## src/hw/mwj_pkg.sv

```systemverilog
// Package of offsets, field positions, reset values and timing counts for the MAC supervision block.
package mwj_pkg;

	localparam logic [7:0] OFS_WAKE_DATA = 8'h70;
	localparam logic [7:0] OFS_WDOG_CTRL = 8'h78;
	localparam logic [7:0] OFS_SEC_STAT  = 8'h80;
	localparam logic [7:0] OFS_SEC_EN    = 8'h84;

	localparam int BIT_REL_SEL = 5;
	localparam int BIT_RXWD_OFF = 4;
	localparam int BIT_JAB_SEL = 2;
	localparam int BIT_NO_HOLD = 1;
	localparam int BIT_JAB_OFF = 0;
	localparam logic [31:0] WDOG_CTRL_MASK = 32'h0000_0037;
	localparam logic [31:0] WDOG_CTRL_RST  = 32'h0000_0000;

	localparam int BIT_ETX   = 31;
	localparam int BIT_ERX   = 30;
	localparam int BIT_XCVR  = 29;
	localparam int BIT_TXDEF = 28;
	localparam int BIT_PAUSE = 26;
	localparam int ERRT_LO   = 23;
	localparam logic [31:0] SEC_EN_MASK = 32'hF400_0000;
	localparam logic [31:0] SEC_EN_RST  = 32'h0000_0000;
	localparam logic [4:0]  SEC_STAT_RST = 5'h04;

	localparam logic [2:0] ERRT_PARITY = 3'h0;
	localparam logic [2:0] ERRT_MABORT = 3'h1;
	localparam logic [2:0] ERRT_TABORT = 3'h2;

	localparam int WAKE_WORDS = 25;
	localparam logic [4:0] WAKE_LAST = 5'h18;

	localparam int CLK_NS = 100;
	localparam int BIT_NS_100 = 10;
	localparam int BIT_NS_10 = 100;
	localparam int RXREL_SHORT_BT = 24;
	localparam int RXREL_LONG_BT = 48;
	localparam int RXWD_BYTES = 2560;
	localparam int JAB_BYTES = 2560;
	localparam int JAB_US_100 = 2600;
	localparam int JAB_US_10 = 26000;
	localparam int HOLD_MS_100 = 42;
	localparam int HOLD_MS_10 = 420;
	localparam int JAB_CYC_100 = (JAB_US_100 * 1000) / CLK_NS;
	localparam int JAB_CYC_10 = (JAB_US_10 * 1000) / CLK_NS;
	localparam int HOLD_CYC_100 = (HOLD_MS_100 * 1000000) / CLK_NS;
	localparam int HOLD_CYC_10 = (HOLD_MS_10 * 1000000) / CLK_NS;

	typedef struct packed {
		logic txEarly;
		logic rxEarly;
		logic txDeferred;
		logic pauseRx;
		logic pauseEnable;
		logic fatalBusError;
		logic [2:0] busErrCode;
		logic [6:0] xcvrIrq;
	} mwj_events_t;

	typedef struct packed {
		logic carrier;
		logic rxByte;
		logic rxBit;
		logic txActive;
		logic txByte;
		logic speed100;
	} mwj_link_t;

	typedef struct packed {
		logic wr;
		logic rd;
		logic [7:0] addr;
		logic [31:0] wdata;
	} mwj_csr_t;

endpackage

```

## src/hw/mwj_tick_count.sv

```systemverilog
// Saturating event counter with a programmable limit used by the timers.
module mwj_tick_count (
	input  wire logic        clk,
	input  wire logic        srst,
	input  wire logic        clear,
	input  wire logic        tick,
	input  wire logic [31:0] limit,
	output logic             reached
);
	logic [31:0] count_reg;
	wire         atLimit = (count_reg >= limit);

	always_ff @(posedge clk) begin
		if (srst || clear) begin
			count_reg <= 32'h0000_0000;
		end else if (tick && !atLimit) begin
			count_reg <= count_reg + 32'h0000_0001;
		end
	end

	assign reached = atLimit && !clear;
endmodule

```

## src/hw/mwj_top.sv

```systemverilog
// Watchdog, jabber and secondary status registers of the MAC supervision block.
module mwj_top (
	input  wire logic                 clk,
	input  wire logic                 srst,
	input  wire mwj_pkg::mwj_csr_t    csr,
	input  wire mwj_pkg::mwj_link_t   link,
	input  wire mwj_pkg::mwj_events_t events,
	output logic [31:0]               rdata,
	output logic                      rxWatchdogExpired,
	output logic                      txCutOff,
	output logic [31:0]               wakeWordData,
	output logic [4:0]                wakeWordIndex,
	output logic                      wakeWordValid
);
	parameter int HOLD_CYC_100 = mwj_pkg::HOLD_CYC_100;
	parameter int HOLD_CYC_10  = mwj_pkg::HOLD_CYC_10;
	parameter int JAB_CYC_100  = mwj_pkg::JAB_CYC_100;
	parameter int JAB_CYC_10   = mwj_pkg::JAB_CYC_10;

	typedef enum logic [2:0] {
		MWJ_TX_IDLE = 3'b001,
		MWJ_TX_RUN  = 3'b010,
		MWJ_TX_HOLD = 3'b100
	} mwj_jab_t;

	logic [31:0] wdogCtrl_reg;
	logic [31:0] secEn_reg;
	logic [4:0]  status_reg;
	logic [4:0]  status_next;
	logic [4:0]  wakePtr_reg;
	logic [7:0]  patternOffset_reg [0:4];
	logic [31:0] rdata_reg;
	logic        rxExp_reg;
	logic        txCut_reg;
	logic        wakeValid_reg;
	logic [31:0] wakeData_reg;
	logic [4:0]  wakeIdx_reg;
	logic        inFrame_reg;
	logic        releasing_reg;
	mwj_jab_t    jab_reg;
	mwj_jab_t    jab_next;

	wire wrWake = csr.wr && (csr.addr == mwj_pkg::OFS_WAKE_DATA);
	wire wrCtrl = csr.wr && (csr.addr == mwj_pkg::OFS_WDOG_CTRL);
	wire wrStat = csr.wr && (csr.addr == mwj_pkg::OFS_SEC_STAT);
	wire wrEn   = csr.wr && (csr.addr == mwj_pkg::OFS_SEC_EN);
	wire relLong    = wdogCtrl_reg[mwj_pkg::BIT_REL_SEL];
	wire rxWdOff    = wdogCtrl_reg[mwj_pkg::BIT_RXWD_OFF];
	wire jabByteSel = wdogCtrl_reg[mwj_pkg::BIT_JAB_SEL];
	wire noHoldoff  = wdogCtrl_reg[mwj_pkg::BIT_NO_HOLD];
	wire jabOff     = wdogCtrl_reg[mwj_pkg::BIT_JAB_OFF];
	wire xcvrAny;
	wire [2:0] busErr;
	wire [4:0] setVec;
	wire [4:0] clrVec;
	wire [31:0] statWord;
	wire [31:0] relLimit;
	wire [31:0] jabLimit;
	wire [31:0] holdLimit;
	wire rxBytesHit;
	wire relHit;
	wire jabHit;
	wire holdHit;
	wire txLive;
	wire [2:0] oneCycleAssert;

	assign xcvrAny = |events.xcvrIrq;
	assign busErr = events.fatalBusError ? events.busErrCode : mwj_pkg::ERRT_PARITY;

	assign setVec = {
		events.txEarly && secEn_reg[mwj_pkg::BIT_ETX],
		events.rxEarly && secEn_reg[mwj_pkg::BIT_ERX],
		xcvrAny,
		events.txDeferred,
		events.pauseRx && events.pauseEnable
	};
	assign clrVec = wrStat ? {csr.wdata[mwj_pkg::BIT_ETX], csr.wdata[mwj_pkg::BIT_ERX],
		csr.wdata[mwj_pkg::BIT_XCVR], csr.wdata[mwj_pkg::BIT_TXDEF], csr.wdata[mwj_pkg::BIT_PAUSE]} : 5'h00;

	assign status_next = (status_reg & ~clrVec) | setVec;

	assign statWord = {status_reg[4], status_reg[3], status_reg[2], status_reg[1], 1'b0,
		status_reg[0], busErr, 23'h000000};

	assign relLimit = relLong ? 32'(mwj_pkg::RXREL_LONG_BT) : 32'(mwj_pkg::RXREL_SHORT_BT);
	assign jabLimit = jabByteSel ? 32'(mwj_pkg::JAB_BYTES)
		: (link.speed100 ? 32'(JAB_CYC_100) : 32'(JAB_CYC_10));
	assign holdLimit = link.speed100 ? 32'(HOLD_CYC_100) : 32'(HOLD_CYC_10);

	mwj_tick_count uRxBytes (
		.clk     (clk),
		.srst    (srst),
		.clear   (!inFrame_reg),
		.tick    (link.rxByte),
		.limit   (32'(mwj_pkg::RXWD_BYTES) + 32'h0000_0001),
		.reached (rxBytesHit)
	);

	mwj_tick_count uRelease (
		.clk     (clk),
		.srst    (srst),
		.clear   (!releasing_reg),
		.tick    (link.rxBit),
		.limit   (relLimit),
		.reached (relHit)
	);

	mwj_tick_count uJabber (
		.clk     (clk),
		.srst    (srst),
		.clear   (jab_reg != MWJ_TX_RUN),
		.tick    (jabByteSel ? link.txByte : 1'b1),
		.limit   (jabLimit),
		.reached (jabHit)
	);

	mwj_tick_count uHold (
		.clk     (clk),
		.srst    (srst),
		.clear   (jab_reg != MWJ_TX_HOLD),
		.tick    (1'b1),
		.limit   (holdLimit),
		.reached (holdHit)
	);

	assign txLive = link.txActive && !jabOff;

	always_comb begin
		jab_next = jab_reg;
		case (jab_reg)
			MWJ_TX_IDLE: begin
				if (txLive) begin
					jab_next = MWJ_TX_RUN;
				end
			end
			MWJ_TX_RUN: begin
				if (!txLive) begin
					jab_next = MWJ_TX_IDLE;
				end else if (jabHit) begin
					jab_next = noHoldoff ? MWJ_TX_IDLE : MWJ_TX_HOLD;
				end
			end
			MWJ_TX_HOLD: begin
				if (holdHit || jabOff) begin
					jab_next = MWJ_TX_IDLE;
				end
			end
			default: begin
				jab_next = MWJ_TX_IDLE;
			end
		endcase
	end

	always_ff @(posedge clk) begin
		if (srst) begin
			wdogCtrl_reg <= mwj_pkg::WDOG_CTRL_RST;
			secEn_reg    <= mwj_pkg::SEC_EN_RST;
			status_reg   <= mwj_pkg::SEC_STAT_RST;
			jab_reg      <= MWJ_TX_IDLE;
		end else begin
			if (wrCtrl) begin
				wdogCtrl_reg <= csr.wdata & mwj_pkg::WDOG_CTRL_MASK;
			end
			if (wrEn) begin
				secEn_reg <= csr.wdata & mwj_pkg::SEC_EN_MASK;
			end
			status_reg <= status_next;
			jab_reg    <= jab_next;
		end
	end

	always_ff @(posedge clk) begin
		if (srst) begin
			inFrame_reg   <= 1'b0;
			releasing_reg <= 1'b0;
			rxExp_reg     <= 1'b0;
		end else begin
			if (link.carrier) begin
				inFrame_reg   <= 1'b1;
				releasing_reg <= 1'b0;
			end else if (inFrame_reg) begin
				inFrame_reg   <= 1'b0;
				releasing_reg <= rxExp_reg;
			end
			if (rxWdOff) begin
				rxExp_reg <= 1'b0;
			end else if (rxBytesHit && link.carrier) begin
				rxExp_reg <= 1'b1;
			end else if (releasing_reg && relHit) begin
				rxExp_reg     <= 1'b0;
				releasing_reg <= 1'b0;
			end else if (!link.carrier && !inFrame_reg && !releasing_reg) begin
				rxExp_reg <= 1'b0;
			end
		end
	end

	always_ff @(posedge clk) begin
		if (srst) begin
			txCut_reg <= 1'b0;
		end else begin
			txCut_reg <= (jab_next == MWJ_TX_HOLD) || (jab_reg == MWJ_TX_RUN && txLive && jabHit);
		end
	end

	always_ff @(posedge clk) begin
		if (srst) begin
			wakePtr_reg   <= 5'h00;
			wakeValid_reg <= 1'b0;
			wakeData_reg  <= 32'h0000_0000;
			wakeIdx_reg   <= 5'h00;
		end else begin
			wakeValid_reg <= wrWake;
			if (wrWake) begin
				wakeData_reg <= csr.wdata;
				wakeIdx_reg  <= wakePtr_reg;
				wakePtr_reg  <= (wakePtr_reg == mwj_pkg::WAKE_LAST) ? 5'h00 : wakePtr_reg + 5'h01;
			end
		end
	end

	for (genvar p = 0; p < 5; p++) begin : gOffset
		always_ff @(posedge clk) begin
			if (srst) begin
				patternOffset_reg[p] <= 8'h00;
			end else if (wrWake && wakePtr_reg == 5'(5 * p + 4)) begin
				patternOffset_reg[p] <= csr.wdata[7:0];
			end
		end
	end

	always_ff @(posedge clk) begin
		if (srst) begin
			rdata_reg <= 32'h0000_0000;
		end else if (csr.rd) begin
			case (csr.addr)
				mwj_pkg::OFS_WDOG_CTRL: rdata_reg <= wdogCtrl_reg;
				mwj_pkg::OFS_SEC_STAT:  rdata_reg <= statWord;
				mwj_pkg::OFS_SEC_EN:    rdata_reg <= secEn_reg;
				default:                rdata_reg <= 32'h0000_0000;
			endcase
		end
	end

	assign rdata             = rdata_reg;
	assign rxWatchdogExpired = rxExp_reg;
	assign txCutOff          = txCut_reg;
	assign wakeWordData      = wakeData_reg;
	assign wakeWordIndex     = wakeIdx_reg;
	assign wakeWordValid     = wakeValid_reg;

	assign oneCycleAssert = {patternOffset_reg[0][0], patternOffset_reg[4][0], 1'b0};
endmodule

```

## config.mk

```make
export PLATFORM = sky130hd
export DESIGN_NAME = mwj_top
export DESIGN_NICKNAME = d
export VERILOG_FILES = /design/src/hw/mwj_pkg.sv /design/src/hw/mwj_tick_count.sv /design/src/hw/mwj_top.sv
export SDC_FILE = /design/constraint.sdc
export NUM_CORES = 1
export LEC_CHECK = 0
export BUFFER_PORTS_ARGS = -buffer_cell sky130_fd_sc_hd__buf_2
export CAP_MARGIN = 5
export CORE_MARGIN = 4
export CORE_UTILIZATION = 45
export DETAILED_ROUTE_END_ITERATION = 16
export PLACE_DENSITY = 0.62
export SLEW_MARGIN = 25
export SYNTH_ARGS = -nofsm -noshare
export SYNTH_HDL_FRONTEND = slang
export SYNTH_SLANG_ARGS = --single-unit
```

## constraint.sdc

```tcl
create_clock -name clk -period 4.9 [get_ports clk]
set_input_delay 0.98 -clock clk [delete_from_list [all_inputs] [get_ports clk]]
set_output_delay 0.98 -clock clk [all_outputs]
set_load 0.05 [all_outputs]
```

==> flow_metrics.tcl <==
set metrics [dict create \
    status "finished clean" \
    syn_inst 973 \
    core_region_area_mm2 0.0189 \
    period_minus_slack_ns 3.39 \
    ys_seq_elements 206 \
    power.density_mw_per_mm2 344 \
    die_height_um 147 \
    root_buffer "clkbuf_16" \
    clockBufferDepth 3 \
    fillers 1788 \
    fin_cells 1358 \
    fin_crit_sh 0.692 \
    hold_ws_ns 0.449 \
    postRouteAntennaNets 0 \
    r2r_cells 10 \
    drive_above_1_share 0.160 \
    grt_pass1_wl_um 31500 \
    ys_seq_area_frac 0.474 \
    power_leakage_nw 4.15 \
    place.gp.congestion 0.770 \
    path_class "in -> reg" \
    worstSetupStartpointType "primary input" \
    crit_arrival_ns 3.82 \
    ys.flop_type "dfxtp_1" \
    finalHoldViolations 0 \
    relSlewSlack 0.304 \
    rows 50 \
    start_util 0.461 \
    critPathCaptureType "flip-flop" \
    post_drt_wl_per_cell_um 13.9 \
    clkSinkCount 206 \
    rsz0062_at_grt "no" \
    ys.warnings.count 0 \
    post_cts_buffers 0 \
    finalClockSkew_ns 0.00735 \
    vias_per_cell 5.03 \
    vias 6837 \
    wl_um 18800 \
    async_flop_share 0 \
    avgSynthCellArea_um2 8.94 \
    antenna_found_initial 2 \
    utilization 0.540 \
    tightest_slew_ns 1.04 \
    portBuffers 118 \
    synthesis.area_mm2 0.00870 \
    ctsResizeCount 0 \
    dp.cells 1315 \
    path_cells "buf_2 > inv_1 > nand2_1 > ha_1 > nor2b_1 > o31a_1 > nor4_1 > o2111ai_1 > buf_4 > or4_1 > a21oi_1" \
    ir_worst_vdd_uv 232 \
    crit_fanout 15 \
    tns_ns 0 \
    nets 1184 \
    drcViolationCount 0 \
    cts_tree "built" \
    synth.distinct_cells 55 \
    place_ws_ns 1.03 \
    path_clk_slew_ns 0.06 \
    grt-ovfl-total 0 \
    area_growth_pct 17.3 \
    placed_area_mm2 0.00943 \
    fin_ws_ns 1.51 \
    grt_max_degree 65 \
    drv_slew 0 \
    hold_buffers 0 \
    die_w_um 147 \
    dp_hpwl_um 13200 \
    multi_input_area_mm2 0.00424 \
    grtUsageTotal 0.169 \
    crit_slowest_cell "nor4_1" \
    numCtsBuffers 23 \
    grt_pass1_vias 6508 \
    die_area_mm2 0.0216 \
    critical_path.max_stage_delay_ns 0.48 \
    drtPass1Iterations 4 \
    design_area_mm2 0.0102 \
    clk_latency_ns 0.51 \
    power_mw 3.51 \
    drv_cap 0 \
    setup_viol 0 \
    seq_area_mm2 0.00412 \
    h-tree-depth 1 \
    io_pins 138 \
    critical_path_required_ns 5.33 \
    drt_iter0_drc 249 \
    fmax_ghz 0.295 \
    hold_path.class "reg -> reg" \
    hold_depth 2 \
    synth_edf_count 0 \
]
## cell usage after synthesis, types with 4 or more instances
cell type,n,area share
a21oi_1,81,0.047
and2_1,71,0.051
and3_1,14,0.010
and4_1,6,0.0060
buf_2,4,0.0023
buf_4,19,0.016
clkbuf_1,36,0.016
dfxtp_1,206,0.47
ha_1,38,0.055
inv_1,24,0.010
mux2_2,5,0.0065
mux2i_1,16,0.018
nand2_1,121,0.052
nand2b_1,10,0.0072
nand3_1,31,0.018
nand4_1,24,0.017
nor2_1,68,0.029
nor2b_1,14,0.010
nor3_1,13,0.0075
nor4_1,20,0.014
o211ai_1,8,0.0069
o21ai_0,25,0.014
o31ai_1,12,0.010
or3_1,21,0.015
or4_1,16,0.014
xnor2_1,8,0.0081
xor2_1,15,0.015
## metal layers
metal / routed length, um / track usage / share of wire / vias to the layer above
li1: - / - / - / 3580
met1: 9080 / 0.227 / 0.48 / 3122
met2: 8410 / 0.275 / 0.45 / 107
met3: 955 / 0.0447 / 0.051 / 26
met4: 339 / 0.0336 / 0.018 / 2
met5: 20 / 0 / 0.0011 / -
## cell type report
| type | instances | area share |
|---|---|---|
| Sequential cell | 206 | 0.404 |
| Antenna cell | 1 | 0.000245 |
| Multi-Input combinational cell | 699 | 0.416 |
| Clock buffer | 34 | 0.0673 |
| Clock inverter | 8 | 0.00846 |
| Timing Repair Buffer | 126 | 0.0637 |
| Tap cell | 260 | 0.0319 |
| Inverter | 24 | 0.00882 |
## worst max-delay path, delay by kind of cell
| kind | cells | cell delay, ns |
|---|---|---|
| AO/OA/AOI/OAI | 3 | 0.60 |
| buffers and inverters | 3 | 0.62 |
| AND/OR/NAND/NOR | 4 | 1.29 |
| adder cells (fa/ha/maj) | 1 | 0.33 |
## placed cells by master (no fill, tap or decap), types with 4 or more instances in the layout
cell,Yosys,layout
o31ai_1,12,12
or4_1,16,16
ha_1,38,38
nor4_1,20,20
nand2b_1,10,10
nor3_1,13,13
nand4_1,24,24
buf_4,19,8
and4_1,6,6
mux2_2,5,5
nor2_1,68,67
nand2_1,121,121
clkbuf_16,0,23
xor2_1,15,15
nor2b_1,14,13
clkbuf_8,0,7
inv_1,24,24
mux2i_1,16,16
nand3_1,31,31
and2_1,71,71
a21oi_1,81,81
conb_1,1,19
dfxtp_1,206,206
clkbuf_1,36,4
buf_2,4,118
o21ai_0,25,25
and3_1,14,14
o211ai_1,8,8
xnor2_1,8,8
or3_1,21,21
clkinv_2,0,4
## report_power, final
part / leakage [nW] / internal, mW / switching (mW) / total (mW)
clock: 0.383 / 1.03 / 0.687 / 1.72
sequential: 1.66 / 1.68 / 0.00265 / 1.68
combinational: 2.11 / 0.0350 / 0.0805 / 0.116
total: 4.15 / 2.74 / 0.770 / 3.51
## cell families (layout without fill, tap and decap cells)
family | count (synthesis) | in the layout | synth area share
and+or+nand+nor | 441 | 441 | 0.265
DFF | 206 | 206 | 0.474
AOI/OAI and AO/OA | 157 | 157 | 0.110
buffers and inverters | 86 | 192 | 0.0476
adders and majority gates | 38 | 38 | 0.0546
xor gates and xnor gates | 23 | 23 | 0.0231
muxes | 21 | 21 | 0.0249
other | 1 | 20 | 0.000431
## final timing paths
path,from,to,slack (ns)
setup reg to reg,wdogCtrl_reg[2]$_SDFFE_PP0P_,uJabber.count_reg[14]$_SDFFE_PP0P_,1.77
hold / removal,wakeWordData[14]$_SDFFE_PP0P_,wakeWordData[14]$_SDFFE_PP0P_,0.45
setup / recovery,link[0],uJabber.count_reg[14]$_SDFFE_PP0P_,1.51
hold reg to reg,wakeWordData[14]$_SDFFE_PP0P_,wakeWordData[14]$_SDFFE_PP0P_,0.45
(Power assumes the default switching activity.)
